<file path="src/vpd_pkg.sv">
package vpd_pkg;
  localparam int unsigned PGN_W       = 18;
  localparam int unsigned DLC_W       = 4;
  localparam int unsigned DATA_W      = 64;
  localparam int unsigned WHEEL_CNT   = 6;
  localparam int unsigned REL_W       = 9;
  localparam int unsigned GRP_W       = 2;

  // Group numbers, data page 0
  localparam logic [17:0] PGN_TRIP    = 18'h0FEB6;
  localparam logic [17:0] PGN_FAN     = 18'h0FEBD;
  localparam logic [17:0] PGN_ENG4    = 18'h0FEBE;
  localparam logic [17:0] PGN_WHEEL   = 18'h0FEBF;
  localparam logic [7:0]  PDU_FMT     = 8'hFE;
  localparam int unsigned PF_LSB      = 8;
  localparam logic [3:0]  FRAME_DLC   = 4'h8;
  localparam logic [7:0]  UNDEF_BYTE  = 8'hFF;

  // Relative wheel speed offset: 7.8125 km/h at 1/16 km/h per unit
  localparam logic [8:0]  WHEEL_OFS   = 9'h07D;

  // Field positions in the payload, byte one in bits 7:0
  localparam int unsigned TRIP_SPD_LSB  = 0;
  localparam int unsigned TRIP_DIST_LSB = 16;
  localparam int unsigned FAN_PCT_LSB   = 0;
  localparam int unsigned ENG_PWR_LSB   = 0;
  localparam int unsigned ENG_SPD_LSB   = 16;
  localparam int unsigned FRONT_LSB     = 0;
  localparam int unsigned WHEEL_LSB     = 16;

  // Transmit group select codes
  localparam logic [1:0]  GRP_TRIP    = 2'h0;
  localparam logic [1:0]  GRP_FAN     = 2'h1;
  localparam logic [1:0]  GRP_ENG4    = 2'h2;
  localparam logic [1:0]  GRP_WHEEL   = 2'h3;

  typedef enum logic [1:0] {
    VPD_TX_IDLE = 2'b01,
    VPD_TX_SEND = 2'b10
  } vpd_tx_state_t;
endpackage

</file>
<file path="src/vpd_encoder.sv">
`timescale 1ns/1ns
module vpd_encoder (
  input  wire logic                               sys_clk_in,
  input  wire logic                               nrst_in,
  input  wire logic                               tx_req_in,
  input  wire logic [vpd_pkg::GRP_W-1:0]          tx_grp_in,
  input  wire logic                               tx_ready_in,
  input  wire logic [15:0]                        tx_trip_speed_in,
  input  wire logic [31:0]                        tx_trip_dist_in,
  input  wire logic [7:0]                         tx_fan_pct_in,
  input  wire logic [15:0]                        tx_eng_power_in,
  input  wire logic [15:0]                        tx_eng_speed_in,
  input  wire logic [15:0]                        tx_front_speed_in,
  input  wire logic [vpd_pkg::WHEEL_CNT*vpd_pkg::REL_W-1:0] tx_rel_wheel_in,
  output logic                                    tx_valid_out,
  output logic [vpd_pkg::PGN_W-1:0]               tx_pgn_out,
  output logic [vpd_pkg::DLC_W-1:0]               tx_dlc_out,
  output logic [vpd_pkg::DATA_W-1:0]              tx_data_out
);
  import vpd_pkg::*;

  vpd_tx_state_t       state_q, state_d;
  logic                valid_q, valid_d;
  logic [PGN_W-1:0]    pgn_q, pgn_d;
  logic [DATA_W-1:0]   data_q, data_d;
  logic [8*WHEEL_CNT-1:0] wheel_bytes;
  logic [DLC_W-1:0]    dlc_q;

  genvar g;
  generate
    for (g = 0; g < WHEEL_CNT; g++) begin : g_wenc
      logic [REL_W-1:0] raw9;
      assign raw9 = tx_rel_wheel_in[g*REL_W +: REL_W] + WHEEL_OFS;
      assign wheel_bytes[g*8 +: 8] = raw9[7:0];
    end
  endgenerate

  always_comb begin
    state_d = state_q;
    valid_d = valid_q;
    pgn_d   = pgn_q;
    data_d  = data_q;
    case (state_q)
      VPD_TX_IDLE: begin
        if (tx_req_in) begin
          // Undefined bytes go out as all ones
          data_d  = {DATA_W{1'b1}};
          valid_d = 1'b1;
          state_d = VPD_TX_SEND;
          case (tx_grp_in)
            GRP_TRIP: begin
              pgn_d = PGN_TRIP;
              data_d[TRIP_SPD_LSB +: 16]  = tx_trip_speed_in;
              data_d[TRIP_DIST_LSB +: 32] = tx_trip_dist_in;
            end
            GRP_FAN: begin
              pgn_d = PGN_FAN;
              data_d[FAN_PCT_LSB +: 8] = tx_fan_pct_in;
            end
            GRP_ENG4: begin
              pgn_d = PGN_ENG4;
              data_d[ENG_PWR_LSB +: 16] = tx_eng_power_in;
              data_d[ENG_SPD_LSB +: 16] = tx_eng_speed_in;
            end
            default: begin
              pgn_d = PGN_WHEEL;
              data_d[FRONT_LSB +: 16] = tx_front_speed_in;
              data_d[WHEEL_LSB +: 48] = wheel_bytes;
            end
          endcase
        end
      end
      VPD_TX_SEND: begin
        // Frame held stable until the controller takes it
        if (tx_ready_in) begin
          valid_d = 1'b0;
          state_d = VPD_TX_IDLE;
        end
      end
      default: begin
        valid_d = 1'b0;
        state_d = VPD_TX_IDLE;
      end
    endcase
  end

  always_ff @(posedge sys_clk_in) begin
    if (!nrst_in) begin
      state_q <= VPD_TX_IDLE;
      valid_q <= 1'b0;
      pgn_q   <= '0;
      data_q  <= '0;
      dlc_q   <= FRAME_DLC;
    end else begin
      state_q <= state_d;
      valid_q <= valid_d;
      pgn_q   <= pgn_d;
      data_q  <= data_d;
      // Length kept in a flop so every output is registered
      dlc_q   <= FRAME_DLC;
    end
  end

  assign tx_valid_out = valid_q;
  assign tx_pgn_out   = pgn_q;
  assign tx_dlc_out   = dlc_q;
  assign tx_data_out  = data_q;
endmodule // vpd_encoder

</file>
<file path="src/vpd_decoder.sv">
`timescale 1ns/1ns
module vpd_decoder (
  input  wire logic                               sys_clk_in,
  input  wire logic                               nrst_in,
  input  wire logic                               rx_valid_in,
  input  wire logic [vpd_pkg::PGN_W-1:0]          rx_pgn_in,
  input  wire logic [vpd_pkg::DLC_W-1:0]          rx_dlc_in,
  input  wire logic [vpd_pkg::DATA_W-1:0]         rx_data_in,
  output logic [15:0]                             trip_max_speed_out,
  output logic [31:0]                             trip_cruise_dist_out,
  output logic [7:0]                              fan_speed_pct_out,
  output logic [15:0]                             engine_controller_msg_four_power_out,
  output logic [15:0]                             engine_controller_msg_four_speed_out,
  output logic [15:0]                             front_axle_speed_out,
  output logic [vpd_pkg::WHEEL_CNT*vpd_pkg::REL_W-1:0] rel_wheel_speed_out,
  output logic                                    trip_upd_out,
  output logic                                    fan_upd_out,
  output logic                                    eng_upd_out,
  output logic                                    wheel_upd_out,
  output logic                                    rx_discard_out,
  input  wire logic                               tx_req_in,
  input  wire logic [vpd_pkg::GRP_W-1:0]          tx_grp_in,
  input  wire logic                               tx_ready_in,
  input  wire logic [15:0]                        tx_trip_speed_in,
  input  wire logic [31:0]                        tx_trip_dist_in,
  input  wire logic [7:0]                         tx_fan_pct_in,
  input  wire logic [15:0]                        tx_eng_power_in,
  input  wire logic [15:0]                        tx_eng_speed_in,
  input  wire logic [15:0]                        tx_front_speed_in,
  input  wire logic [vpd_pkg::WHEEL_CNT*vpd_pkg::REL_W-1:0] tx_rel_wheel_in,
  output logic                                    tx_valid_out,
  output logic [vpd_pkg::PGN_W-1:0]               tx_pgn_out,
  output logic [vpd_pkg::DLC_W-1:0]               tx_dlc_out,
  output logic [vpd_pkg::DATA_W-1:0]              tx_data_out
);
  import vpd_pkg::*;

  logic [15:0]                 trip_spd_q, trip_spd_d;
  logic [31:0]                 trip_dist_q, trip_dist_d;
  logic [7:0]                  fan_q, fan_d;
  logic [15:0]                 pwr_q, pwr_d;
  logic [15:0]                 rpm_q, rpm_d;
  logic [15:0]                 front_q, front_d;
  logic [WHEEL_CNT*REL_W-1:0]  rel_q, rel_d;
  logic [WHEEL_CNT*REL_W-1:0]  rel_dec;
  logic                        trip_upd_q, trip_upd_d;
  logic                        fan_upd_q, fan_upd_d;
  logic                        eng_upd_q, eng_upd_d;
  logic                        wheel_upd_q, wheel_upd_d;
  logic                        disc_q, disc_d;
  logic                        frame_ok;
  logic                        len_ok;
  logic                        fmt_ok;
  logic                        hit_trip;
  logic                        hit_fan;
  logic                        hit_eng;
  logic                        hit_wheel;

  // Length and format gate shared by every group
  assign len_ok    = (rx_dlc_in == FRAME_DLC);
  assign fmt_ok    = (rx_pgn_in[PF_LSB +: 8] == PDU_FMT);
  assign frame_ok  = rx_valid_in && len_ok && fmt_ok;
  assign hit_trip  = frame_ok && (rx_pgn_in == PGN_TRIP);
  assign hit_fan   = frame_ok && (rx_pgn_in == PGN_FAN);
  assign hit_eng   = frame_ok && (rx_pgn_in == PGN_ENG4);
  assign hit_wheel = frame_ok && (rx_pgn_in == PGN_WHEEL);

  // Signed result in 1/16 km/h; raw bytes above 250 still map linearly
  genvar g;
  generate
    for (g = 0; g < WHEEL_CNT; g++) begin : g_wdec
      assign rel_dec[g*REL_W +: REL_W] =
        {1'b0, rx_data_in[WHEEL_LSB + g*8 +: 8]} - WHEEL_OFS;
    end
  endgenerate

  // Undefined bytes are never looked at
  always_comb begin
    trip_spd_d  = trip_spd_q;
    trip_dist_d = trip_dist_q;
    trip_upd_d  = hit_trip;
    if (hit_trip) begin
      trip_spd_d  = rx_data_in[TRIP_SPD_LSB +: 16];
      trip_dist_d = rx_data_in[TRIP_DIST_LSB +: 32];
    end
  end

  always_ff @(posedge sys_clk_in) begin
    if (!nrst_in) begin
      trip_spd_q  <= '0;
      trip_dist_q <= '0;
      trip_upd_q  <= 1'b0;
    end else begin
      trip_spd_q  <= trip_spd_d;
      trip_dist_q <= trip_dist_d;
      trip_upd_q  <= trip_upd_d;
    end
  end

  // Fan state nibble in byte two is not decoded
  always_comb begin
    fan_d     = fan_q;
    fan_upd_d = hit_fan;
    if (hit_fan) begin
      fan_d = rx_data_in[FAN_PCT_LSB +: 8];
    end
  end

  always_ff @(posedge sys_clk_in) begin
    if (!nrst_in) begin
      fan_q     <= '0;
      fan_upd_q <= 1'b0;
    end else begin
      fan_q     <= fan_d;
      fan_upd_q <= fan_upd_d;
    end
  end

  // Power taken as two bytes, its range does not fit in one
  always_comb begin
    pwr_d     = pwr_q;
    rpm_d     = rpm_q;
    eng_upd_d = hit_eng;
    if (hit_eng) begin
      pwr_d = rx_data_in[ENG_PWR_LSB +: 16];
      rpm_d = rx_data_in[ENG_SPD_LSB +: 16];
    end
  end

  always_ff @(posedge sys_clk_in) begin
    if (!nrst_in) begin
      pwr_q     <= '0;
      rpm_q     <= '0;
      eng_upd_q <= 1'b0;
    end else begin
      pwr_q     <= pwr_d;
      rpm_q     <= rpm_d;
      eng_upd_q <= eng_upd_d;
    end
  end

  // Relative speeds are stored already offset, as signed values
  always_comb begin
    front_d     = front_q;
    rel_d       = rel_q;
    wheel_upd_d = hit_wheel;
    if (hit_wheel) begin
      front_d = rx_data_in[FRONT_LSB +: 16];
      rel_d   = rel_dec;
    end
  end

  always_ff @(posedge sys_clk_in) begin
    if (!nrst_in) begin
      front_q     <= '0;
      rel_q       <= '0;
      wheel_upd_q <= 1'b0;
    end else begin
      front_q     <= front_d;
      rel_q       <= rel_d;
      wheel_upd_q <= wheel_upd_d;
    end
  end

  // A rejected frame leaves every field as it was
  always_comb begin
    disc_d = rx_valid_in && !(hit_trip || hit_fan || hit_eng || hit_wheel);
  end

  always_ff @(posedge sys_clk_in) begin
    if (!nrst_in) begin
      disc_q <= 1'b0;
    end else begin
      disc_q <= disc_d;
    end
  end

  assign trip_max_speed_out                   = trip_spd_q;
  assign trip_cruise_dist_out                 = trip_dist_q;
  assign fan_speed_pct_out                    = fan_q;
  assign engine_controller_msg_four_power_out = pwr_q;
  assign engine_controller_msg_four_speed_out = rpm_q;
  assign front_axle_speed_out                 = front_q;
  assign rel_wheel_speed_out                  = rel_q;
  assign trip_upd_out                         = trip_upd_q;
  assign fan_upd_out                          = fan_upd_q;
  assign eng_upd_out                          = eng_upd_q;
  assign wheel_upd_out                        = wheel_upd_q;
  assign rx_discard_out                       = disc_q;

  // Transmit side builds frames in the same layout
  vpd_encoder u_enc (
    .sys_clk_in        (sys_clk_in),
    .nrst_in           (nrst_in),
    .tx_req_in         (tx_req_in),
    .tx_grp_in         (tx_grp_in),
    .tx_ready_in       (tx_ready_in),
    .tx_trip_speed_in  (tx_trip_speed_in),
    .tx_trip_dist_in   (tx_trip_dist_in),
    .tx_fan_pct_in     (tx_fan_pct_in),
    .tx_eng_power_in   (tx_eng_power_in),
    .tx_eng_speed_in   (tx_eng_speed_in),
    .tx_front_speed_in (tx_front_speed_in),
    .tx_rel_wheel_in   (tx_rel_wheel_in),
    .tx_valid_out      (tx_valid_out),
    .tx_pgn_out        (tx_pgn_out),
    .tx_dlc_out        (tx_dlc_out),
    .tx_data_out       (tx_data_out)
  );
endmodule // vpd_decoder

</file>
<file path="config.mk">
export PLATFORM = sky130hd
export DESIGN_NAME = vpd_decoder
export DESIGN_NICKNAME = d
export VERILOG_FILES = /design/src/vpd_pkg.sv /design/src/vpd_encoder.sv /design/src/vpd_decoder.sv
export SDC_FILE = /design/constraint.sdc
export NUM_CORES = 1
export LEC_CHECK = 0
export ABC_AREA = 1
export BUFFER_PORTS_ARGS = -buffer_cell sky130_fd_sc_hd__buf_2
export CAP_MARGIN = 20
export CORE_AREA = 8 8 187 189
export CTS_BUF_LIST = sky130_fd_sc_hd__clkbuf_8
export DETAILED_ROUTE_END_ITERATION = 6
export DIE_AREA = 0 0 195 197
export PLACE_DENSITY_LB_ADDON = 0.05
export SYNTH_ARGS = -nofsm -noshare
export SYNTH_HDL_FRONTEND = slang
export SYNTH_SLANG_ARGS = --single-unit
</file>
<file path="constraint.sdc">
create_clock -name sys_clk_in -period 1.7 [get_ports sys_clk_in]
set_clock_uncertainty 0.2 [all_clocks]
set_input_delay 0.17 -clock sys_clk_in [delete_from_list [all_inputs] [get_ports sys_clk_in]]
set_output_delay 0.17 -clock sys_clk_in [all_outputs]
set_load 0.1 [all_outputs]
</file>
=== Word level (Yosys, flattened, before mapping) ===
Cells that the tools add are included.

* Equality and inequality tests: 12
* Reductions and logical operators: 16
* Add/sub/neg operators: 12
* Mux-type cells: 11

{| class="wikitable"
|+ Operators with widths
! kind !! count
|-
| $eq A18 B16 Y1 const B || 4
|-
| $pmux W24 S3 || 1
|-
| $sub A8 B7 Y9 const B || 6
|-
| $add A8 B7 Y8 const B || 6
|-
| $pmux W16 S2 || 1
|-
| $pmux W8 S3 || 1
|-
| $mux W16 || 1
|-
| $pmux W4 S3 || 1
|-
| $eq A8 B8 Y1 const B || 1
|-
| $logic_and A1 B1 Y1 || 7
|-
| $eq A2 B1 Y1 const B || 2
|-
| $eq A2 B2 Y1 const B || 2
|-
| $eq A4 B4 Y1 const B || 1
|-
| $mux W2 || 2
|-
| $ne A2 B2 Y1 const B || 2
|-
| $pmux W2 S2 || 1
|-
| $reduce_and A2 Y1 || 2
|-
| $logic_or A1 B1 Y1 || 3
|-
| $reduce_or A3 Y1 || 1
|-
| $logic_not A2 Y1 || 1
|-
| $mux W1 || 2
|-
| $pmux W1 S2 || 1
|-
| $reduce_or A2 Y1 || 1
|-
| $logic_not A1 Y1 || 1
|}

* Flip-flop bits (word level): 248
* Output and inout bits: 250
* Logic and storage cells: 67

=== Logic depth before layout (Yosys ltp) ===
Gate-level depths: netlist of the first run.

* Depth after elaboration: 9
* Gate-level depth with buffers: 11
* Gate-level depth less buffers: 10

=== Modules after synthesis ===
A second synthesis of the first run with hierarchy kept.

* Cells, all modules: 1763
* Area total of the unflattened synthesis: 11567.3 µm²

{| class="wikitable"
|+ By module, submodules not included
! module !! area an instance (µm²) !! cells each !! times used !! sequential area each (µm²)
|-
| vpd_decoder || 7332.0 || 1112 || 1 || 3263.1
|-
| vpd_encoder || 4235.3 || 651 || 1 || 1401.3
|}

=== Worst setup path after synthesis of the first run ===
No wires, ideal clock.

* Path type: reg2reg
* Start point: reg u_enc.tx_valid_out (netlist name)
* End point: reg u_enc.data_q[52], in the netlist u_enc.tx_data_out[52]
* Data required time: 1.381 ns
* Cell stages (with the launch flop): 8
* Period minus slack after synthesis: 2.177 ns
* Arrival: 1.859 ns
* Path slack: -0.477 ns
* Cells stage by stage: dfxtp_1 > inv_1 > nand3_1 > inv_1 > buf_2 > buf_2 > o221ai_1 > inv_1

{| class="wikitable"
|+ RTL lines
! what !! line !! RTL
|-
| to (signal assigned) || vpd_encoder.sv:98 || <nowiki>data_q <= data_d;</nowiki>
|-
| to (decl) || vpd_encoder.sv:25 || <nowiki>logic [DATA_W-1:0] data_q, data_d;</nowiki>
|}

=== Final worst setup path of the first run ===
* Start point: in tx_rel_wheel_in[11] (netlist name)
* End point: reg u_enc.data_q[30], in the netlist u_enc.tx_data_out[30]

* Cells in the longest elaborated chain, start to end: 2

{| class="wikitable"
|+ Ends and longest elaborated chain
! what !! line !! RTL
|-
| from (decl) || vpd_decoder.sv:30 || <nowiki>input wire logic [vpd_pkg::WHEEL_CNT*vpd_pkg::REL_W-1:0] tx_rel_wheel_in,</nowiki>
|-
| $add A8 B7 Y8 || vpd_encoder.sv:33 || <nowiki>assign raw9 = tx_rel_wheel_in[g*REL_W +: REL_W] + WHEEL_OFS;</nowiki>
|-
| $pmux W24 S3 || vpd_encoder.sv:50 || <nowiki>case (tx_grp_in)</nowiki>
|}

Every way passes these cells.
A chain may end at the register's enable or synchronous reset.

==> impl_metrics.tcl, run 1 <==
set metrics [dict create \
    grt_pass1_vias 14868 \
    avgSynthCellArea_um2 6.450 \
    rsz0062_at_grt "true" \
    dp_slack_ns -0.1129 \
    yosysWarningCount 0 \
    die_x_um 195 \
    htree_levels 2 \
    start_util 0.3702 \
    power_density_nw_per_um2 787.2 \
    whs_path_depth 6 \
    async_flop_share 0 \
    status "finished with violations" \
    p_leak_nw 9.558 \
    r2r-end "u_enc.tx_data_out[42]$_SDFFE_PN0P_" \
    num_io_pins 501 \
    synthXorXnorAreaFrac 0.01403 \
    total_power_w 0.01517 \
    cp.arrival_ns 1.92 \
    core_area_um2 32040 \
    synth_top_family_by_area "simple AND/OR/NAND/NOR gates" \
    path_clk_slew_ns 0.05 \
    grt_first_pass_wirelength_um 80450 \
    rr_worst_depth 7 \
    path_max_fanout 3 \
    grt_max_degree 82 \
    path_class "input pin to register" \
    cts-root-buf "clkbuf_8" \
    fin_nets 2844 \
    track_usage 0.2577 \
    worst_slack_ns 0.01401 \
    dr_total_vias 14603 \
    synthToLayoutAreaGrowth_pct 62.43 \
    hp-class "input pin to register" \
    synth_cell_types 35 \
    worst_pin_slew_ns 0.5110 \
    maxCapViolCount 0 \
    yosys.area_share.simple 0.3541 \
    row_count 66 \
    routabilityCongestion 0.8857 \
    grt-ovfl-total 0 \
    port-buffer-count 486 \
    critPathLaunch "tx_rel_wheel_in[11]" \
    dieHeight_um 197 \
    clkLatencyLatePin_ns 0.54 \
    drtIter0Drc 634 \
    finalSetupTns_ns 0 \
    hold_violations 1 \
    cts_tree "built" \
    min_period_over_period 0.9918 \
    drcViolationCount 0 \
    dieArea_um2 38420 \
    syn_inst 1839 \
    drv_slew 0 \
    syn-cell-area_um2 11860 \
    cts_made_buffers 45 \
    holdPathEnd "rx_discard_out$_SDFF_PN0_" \
    peakVddDrop_uv 553.1 \
    synthFlopType "dfxtp_1" \
    antenna_found_initial 8 \
    muxShareOfSynthArea 0 \
    r2r_slack_ns 0.19 \
    synth_enable_flop_cells 0 \
    fillers 2994 \
    via_per_inst 4.832 \
    fin_crit_ns 1.686 \
    final_util 0.6013 \
    r2r-start "u_enc.tx_valid_out$_SDFFE_PN0P_" \
    min-delay-start "rx_pgn_in[15]" \
    clock_sinks 233 \
    critPathLaunchType "input pin" \
    cts_buffer_depth 3 \
    ys_ff_latch 233 \
    timing.hold.ws_ns -0.02849 \
    layout-drive-gt1-share 0.2537 \
    ys_seq_area_frac 0.3932 \
    relSlewSlack 0.6617 \
    postRouteAntennaNets 0 \
    synthAdderAreaFrac 0.01899 \
    end_kind "register" \
    drt-total-wl_um 51640 \
    synth_compound_area_frac 0.1004 \
    firstDrtPassIters 5 \
    failed_checks "hold timing" \
    setup_viol 0 \
    wl_per_cell_um 17.09 \
    hpwlAfterDp_um 36480 \
    critical_path_required_ns 1.94 \
    max_clock_freq_mhz 593.1 \
]
cells by family after synthesis:
family                     after synthesis
buffers and inverters                  330
and+or+nand+nor                       1012
xor gates and xnor gates                19
DFF                                    233
AOI/OAI and AO/OA                      225
other                                    2
adders and majority gates               18
where the power goes:
part | leakage (nW) | internal [W] | switching [W] | total [W]
logic | 7.15 | 0.00134 | 0.00258 | 0.00392
registers | 1.89 | 0.00563 | 0.0000974 | 0.00572
clock network | 0.511 | 0.00307 | 0.00245 | 0.00553
total | 9.56 | 0.0100 | 0.00513 | 0.0152
routing by layer:
metal  track usage  vias to the layer above  routed length (µm)
li1              -                     7261                   -
met1        0.2862                     6634               20150
met2        0.4556                      572               25260
met3       0.06686                      134                3886
met4        0.1235                        2                2333
met5             0                        -                   8
synthesized netlist by cell type, types with 3 or more instances:
library cell    n  area [µm²]
a21oi_1        87       435.4
a31o_2          8       70.07
clkbuf_1       60       225.2
dfxtp_1       233        4664
inv_1         208       780.8
nand3b_1        8       60.06
xnor2_1         5       43.79
nor3_1         12       60.06
buf_1           9       33.78
nand2_1       428        1607
o21ai_0       116       580.6
a31oi_1         4       25.02
nand3_1       156       780.8
buf_2          19       95.09
ha_1           18       225.2
buf_6           5       56.30
nor2_1        350        1314
nor2_2          5       31.28
buf_4          22       165.2
xor2_1         14       122.6
nand4_1        46       287.8
o21bai_1        3       22.52
per-stage QoR:
stage               cell area (µm²)  cells
detailed placement            14900   2674
floorplan                     11890   1845
global placement              14900   2674
finish                        19270   3022
global route                  19260   3021
CTS                           19000   3013
placed cells by master, fill, tap and decap left out, types with 3 or more instances in the layout:
cell / count
nand2_1: 424
nor2_1: 337
dlygate4sd3_1: 251
buf_4: 242
buf_2: 238
dfxtp_1: 231
inv_1: 216
nand3_1: 151
o21ai_0: 112
a21oi_1: 85
clkbuf_8: 59
nand4_1: 46
buf_12: 23
clkbuf_4: 20
ha_1: 17
nor2_2: 15
xor2_1: 14
nor3_1: 11
buf_6: 11
diode_2: 9
nand3b_1: 8
a31o_2: 8
conb_1: 8
dlymetal6s4s_1: 8
inv_2: 7
buf_8: 7
nand2_2: 6
nor2_4: 5
nand3_2: 5
xnor2_1: 5
clkinv_2: 4
a31oi_1: 4
o21ai_1: 4
o21bai_1: 3
critical path, stage by stage:
cell           delay, ns
dlygate4sd3_1       0.53
buf_2               0.13
nor2_2              0.11
nand2_1             0.07
nor2_2              0.11
nand3_1             0.08
dlygate4sd3_1       0.57
nand3_1             0.08
a21oi_1             0.06
worst max path at each step:
| stage | to | slack (ns) | cells past startpoint |
|---|---|---|---|
| floorplan | u_enc.tx_data_out[40]$_SDFFE_PN0P_ | 0.002 | 7 |
| global placement | rel_wheel_speed_out[2]$_SDFFE_PN0P_ | -0.05 | 8 |
| detailed placement | trip_cruise_dist_out[0]$_SDFFE_PN0P_ | -0.11 | 9 |
| CTS | tx_data_out[27] | 0.0004 | 1 |
| global route | u_enc.tx_data_out[30]$_SDFFE_PN0P_ | -0.09 | 9 |
| finish | u_enc.tx_data_out[30]$_SDFFE_PN0P_ | 0.01 | 9 |
area by class of cell:
cell class              count  area, µm²  area share
diodes                      9      22.52    0.001169
inverters                 213      803.3     0.04169
clock inverters            18      75.07    0.003897
repair buffers            800       6460      0.3353
multi-input cells        1282       5911      0.3068
flip-flops and latches    233       4672      0.2425
well taps                 408      510.5     0.02650
clock buffers              59      812.0     0.04215
repair_timing:
action	4_1_cts	5_1_grt
setup endpoints to repair	219	94
hold buffers	262	4
gates resized for setup	231	82
setup buffers	0	7
pin swaps	0	10
hold endpoints to repair	233	3
flip-flops by register name (all words and copies together) (netlist names):
| name | count |
|---|---|
| eng_upd_out | 1 |
| engine_controller_msg_four_power_out | 16 |
| engine_controller_msg_four_speed_out | 16 |
| fan_speed_pct_out | 8 |
| fan_upd_out | 1 |
| front_axle_speed_out | 16 |
| rel_wheel_speed_out | 54 |
| rx_discard_out | 1 |
| trip_cruise_dist_out | 32 |
| trip_max_speed_out | 16 |
| trip_upd_out | 1 |
| u_enc.state_q | 1 |
| u_enc.tx_data_out | 64 |
| u_enc.tx_pgn_out | 4 |
| u_enc.tx_valid_out | 1 |
| wheel_upd_out | 1 |
(Power assumes the default switching activity.)
==> run 2, diff against run 1 <==
Clock period 1.7 ns to 1.5 ns, I/O delays scaled along.
==> impl_metrics.tcl, run 2 (same netlist as run 1, synthesis figures left out) <==
set metrics [dict create \
    status "finished with violations" \
    failed_checks "hold timing, setup timing" \
    multi_input_area_um2 5983 \
    dp_slack_ns -0.2351 \
    synthToLayoutAreaGrowth_pct 94.76 \
    wl_per_cell_um 19.15 \
    cp.arrival_ns 2.00 \
    critical_path_required_ns 1.78 \
    cts_buffer_depth 3 \
    setup_viol 26 \
    layout-drive-gt1-share 0.3482 \
    layout_common_cells "nand2_1 (420), nor2_1 (337), dlygate4sd3_1 (268)" \
    maxCapViolCount 0 \
    p_leak_nw 10.73 \
    row_count 66 \
    worst_slack_ns -0.2183 \
    min-delay-start "rx_data_in[59]" \
    crit_chain "buf_2 -> dlygate4sd3_1 -> inv_2 -> nand2_1 -> o21ai_1 -> dlygate4sd3_1 -> nand3_1 -> a21oi_2" \
    firstDrtPassIters 6 \
    track_usage 0.2756 \
    path_clk_slew_ns 0.06 \
    drv_slew 0 \
    antenna_found_initial 10 \
    dp.cells 2697 \
    regArea_um2 4982 \
    rsz0062_at_grt "true" \
    drcViolationCount 0 \
    hold_violations 9 \
    finalSetupTns_ns -2.527 \
    fin_crit_ns 1.718 \
    crit_family "buffers and inverters" \
    max_stage_delay_ns 0.60 \
    final_util 0.7210 \
    drt-total-wl_um 58860 \
    end_kind "register" \
    largest_reg_flops 64 \
    grt_max_degree 105 \
    mostFrequentLayoutCell "nand2_1" \
    hpwlAfterDp_um 37100 \
    whs_path_depth 5 \
    grt-ovfl-total 0 \
    cts_tree "built" \
    r2r-start "u_enc.state_q[0]$_SDFFE_PN1P_" \
    path_max_fanout 4 \
    dr_total_vias 15500 \
    total_power_w 0.01813 \
    crit_top_cell "dlygate4sd3_1" \
    path_class "input pin to register" \
    path_buf_inv 4 \
    clock_sinks 233 \
    cts_made_buffers 44 \
    postRouteAntennaNets 0 \
    drtIter0Drc 904 \
    dieHeight_um 197 \
    rr_worst_depth 5 \
    cts-root-buf "clkbuf_8" \
    power_density_nw_per_um2 784.7 \
    final-instance-count-excl-fill 3073 \
    critPathLaunch "tx_rel_wheel_in[20]" \
    hp-class "input pin to register" \
    timing.hold.ws_ns -0.1748 \
    via_per_inst 5.044 \
    peakVddDrop_uv 797.3 \
    htree_levels 2 \
    grt_pass1_vias 16055 \
    num_io_pins 501 \
    start_util 0.3702 \
    port-buffer-count 486 \
    critPathLaunchType "input pin" \
    fillers 2346 \
    dieArea_um2 38420 \
    die_x_um 195 \
    crit_cells 8 \
    core_area_um2 32040 \
    clkLatencyLatePin_ns 0.55 \
    fin_nets 2891 \
    max_clock_freq_mhz 582.0 \
    routabilityCongestion 0.9060 \
    min_period_over_period 1.146 \
    grt_first_pass_wirelength_um 86230 \
    slowest_stage "dlygate4sd3_1" \
]
==> run 2: changes by cell type in the layout (fill, tap and decap cells not counted), moves of 9 or more <==
cell           before  now
buf_2             238  229
clkbuf_4           20    1
buf_12             23  228
dfxtp_4             2   13
buf_4             242   55
buf_8               7   27
o21ai_0           112   96
dfxtp_1           231    5
o21ai_1             4   19
dfxtp_2             0  215
dlygate4sd3_1     251  268
==> run 2: metrics by stage <==
step / instance area [µm²] / hold slack [ns]
after global placement: 15780 / 0.1613
after detailed placement: 15780 / 0.1720
after floorplan: 11990 / 0.02931
after global routing: 23100 / -0.1167
after CTS: 22250 / -0.1720
final: 23100 / -0.1748
==> run 2: worst register-to-register path: stages, from the launching register on <==
cell	delay [ns]
dfxtp_1	0.39
nand3_4	0.14
inv_8	0.12
buf_12	0.17
o21ai_0	0.15
a21oi_1	0.22
==> run 2: where the power goes <==
part	total [W]	switching, W	internal (W)
Sequential	0.00659	0.000196	0.00639
Combinational	0.00508	0.00308	0.00200
Clock	0.00645	0.00287	0.00358
Total	0.0181	0.00615	0.0120
==> run 2: repair_timing <==
item                       CTS  global route
setup endpoints to repair  236           282
gates cloned                 1             7
pin swaps                    0            17
hold endpoints to repair   233            37
setup buffers                0             5
hold buffers               265            37
resized for setup          884           176
==> run 2: final timing paths <==
check	end	slack, ns
worst max-delay path	u_enc.tx_data_out[39]$_SDFFE_PN0P_	-0.22
worst min-delay path	rel_wheel_speed_out[48]$_SDFFE_PN0P_	-0.17
worst max register to register	u_enc.tx_data_out[11]$_SDFFE_PN0P_	0.01
worst min register to register	u_enc.tx_data_out[34]$_SDFFE_PN0P_	0.29
==> run 2: metal layers <==
metal | track usage | routed length [µm] | vias up | share of wire
li1 | - | - | 7363 | -
met1 | 0.2878 | 20530 | 7107 | 0.35
met2 | 0.4929 | 29640 | 804 | 0.50
met3 | 0.07641 | 4843 | 226 | 0.082
met4 | 0.1611 | 3842 | 0 | 0.065
met5 | 0 | 0 | - | 0
==> run 2: cell type report <==
| type | instances | area share |
|---|---|---|
| multi-input cells | 1282 | 0.2590 |
| repair buffers | 848 | 0.4278 |
| flip-flops and latches | 233 | 0.2157 |
| inverters | 213 | 0.03558 |
| well taps | 408 | 0.02210 |
| clock buffers | 54 | 0.03217 |
| clock inverters | 24 | 0.006499 |
| diodes | 11 | 0.001192 |
==> run 3, diff against run 2 <==
Settings changed: CORE_AREA 8 8 187 189 to 8 8 190 192, CTS_BUF_LIST sky130_fd_sc_hd__clkbuf_8 to default, DIE_AREA 0 0 195 197 to 0 0 198 200.
Clock period 1.5 ns to 1.65 ns, I/O delays scaled along.
==> impl_metrics.tcl, run 3 (same netlist as run 1, synthesis figures left out) <==
set metrics [dict create \
    critPathLaunch "u_enc.tx_pgn_out[14]$_SDFFE_PN0P_" \
    total_power_w 0.01678 \
    mostFrequentLayoutCell "nand2_1" \
    peakVddDrop_uv 732.9 \
    r2r-start "u_enc.tx_valid_out$_SDFFE_PN0P_" \
    combPwrFrac 0.239 \
    wl_met2_um 25590 \
    cts_buffer_depth 3 \
    grt-ovfl-total 0 \
    wl_per_cell_um 17.17 \
    p_int_w 0.01143 \
    maxCapViolCount 0 \
    path_clk_slew_ns 0.06 \
    layout-drive-gt1-share 0.2633 \
    num_io_pins 501 \
    pwr-share-clk 0.411 \
    worst_slack_ns -0.01781 \
    seqPwrFrac 0.351 \
    drt-total-wl_um 51830 \
    r2r-end "u_enc.tx_data_out[42]$_SDFFE_PN0P_" \
    dieHeight_um 200 \
    start_util 0.3582 \
    switching_share 0.3189 \
    drv_slew 0 \
    slowest_stage "dfxtp_4" \
    hp-class "input pin to register" \
    p_leak_nw 9.561 \
    die_x_um 198 \
    layout_common_cells "nand2_1 (420), nor2_1 (335), buf_4 (276)" \
    power_density_nw_per_um2 862.0 \
    drtIter0Drc 706 \
    rr_worst_depth 7 \
    firstDrtPassIters 6 \
    critPathLaunchType "register" \
    max_clock_freq_mhz 599.6 \
    wl_met3_um 3447 \
    row_count 67 \
    grt_max_degree 102 \
    dieArea_um2 39600 \
    finalSetupTns_ns -0.03540 \
    hpwlAfterDp_um 37290 \
    path_max_fanout 8 \
    largest_reg_flops 64 \
    fillers 3104 \
    dr_total_vias 14437 \
    port-buffer-count 486 \
    top_layer_used "met4" \
    fin_nets 2811 \
    setup_viol 2 \
    path_class "register to output pin" \
    dp_slack_ns -0.1588 \
    cts_made_buffers 28 \
    max_stage_delay_ns 0.38 \
    end_kind "output pin" \
    r2r_slack_ns 0.15 \
    track_usage 0.2486 \
    switchingPower_w 0.005352 \
    htree_levels 1 \
    rsz0062_at_grt "true" \
    core_area_um2 33110 \
    timing.hold.ws_ns -0.08774 \
    whs_path_depth 6 \
    grt_pass1_vias 14817 \
    critical_path_required_ns 1.28 \
    antenna_found_initial 7 \
    status "finished with violations" \
    fin_crit_ns 1.668 \
    met1Wirelength_um 20450 \
    hold_violations 4 \
    synthToLayoutAreaGrowth_pct 64.15 \
    cts_tree "built" \
    failed_checks "hold timing, setup timing" \
    final-instance-count-excl-fill 3018 \
    setup.worst_path.end "tx_pgn_out[2]" \
    via_per_inst 4.784 \
    cts-root-buf "clkbuf_16" \
    clkLatencyLatePin_ns 0.55 \
    crit_chain "buf_12 -> buf_6" \
    grt_first_pass_wirelength_um 79480 \
    routabilityCongestion 0.9218 \
    postRouteAntennaNets 0 \
    min_period_over_period 1.011 \
    clock_sinks 233 \
    drcViolationCount 0 \
    dp.cells 2729 \
    cp.arrival_ns 1.30 \
]
run 3: power by group through the flow:
stage / Combinational (W) / Sequential [W] / Clock, W
2_1_floorplan: 0.00116 / 0.00717 / 0
3_3_place_gp: 0.00326 / 0.00599 / 0
3_5_place_dp: 0.00326 / 0.00600 / 0
4_1_cts: 0.00393 / 0.00588 / 0.00705
5_1_grt: 0.00426 / 0.00590 / 0.00727
6_report: 0.00401 / 0.00589 / 0.00689
run 3: worst max-delay path, delay by kind of cell, from the launching register on:
family	cells	cell delay [ns]
flops	1	0.38
buf+inv	2	0.38
run 3: area by class of cell:
| type | count | area, µm² | area share |
|---|---|---|---|
| tap | 448 | 560.5 | 0.02879 |
| clock inverter | 14 | 210.2 | 0.01080 |
| multi-input combinational | 1282 | 5987 | 0.3075 |
| clock buffer | 38 | 828.3 | 0.04254 |
| inverter | 213 | 819.5 | 0.04209 |
| antenna | 6 | 15.01 | 0.0007712 |
| sequential | 233 | 4673 | 0.2400 |
| timing repair buffer | 784 | 6376 | 0.3275 |
run 3: metal layers:
| metal | vias to the layer above | track usage |
|---|---|---|
| met3 | 117 | 0.05197 |
| met4 | 0 | 0.1059 |
| met1 | 6618 | 0.2800 |
| met2 | 514 | 0.4506 |
| met5 | - | 0 |
| li1 | 7188 | - |
run 3: metrics by stage:
step           instance area (µm²)  utilization
2_1_floorplan                11900            -
3_3_place_gp                 15090       0.4557
3_5_place_dp                 15090       0.4557
4_1_cts                      19230       0.5808
5_1_grt                      19470       0.5879
6_report                     19470       0.5880
run 3: timing repair:
item | 4_1_cts | 5_1_grt
cloned | 0 | 2
resized for setup | 260 | 92
pin swaps | 0 | 19
hold buffers | 240 | 5
setup buffers | 2 | 4
hold endpoints to repair | 233 | 6
setup endpoints to repair | 241 | 195
run 3: worst min-delay path by stage:
stage                         from                                    to
6_report        tx_rel_wheel_in[3]    u_enc.tx_data_out[22]$_SDFFE_PN0P_
5_1_grt         tx_rel_wheel_in[3]    u_enc.tx_data_out[22]$_SDFFE_PN0P_
4_1_cts             rx_data_in[48]  rel_wheel_speed_out[41]$_SDFFE_PN0P_
3_5_place_dp   tx_rel_wheel_in[45]    u_enc.tx_data_out[56]$_SDFFE_PN0P_
3_3_place_gp   tx_rel_wheel_in[36]    u_enc.tx_data_out[48]$_SDFFE_PN0P_
2_1_floorplan         rx_pgn_in[3]               trip_upd_out$_SDFF_PN0_
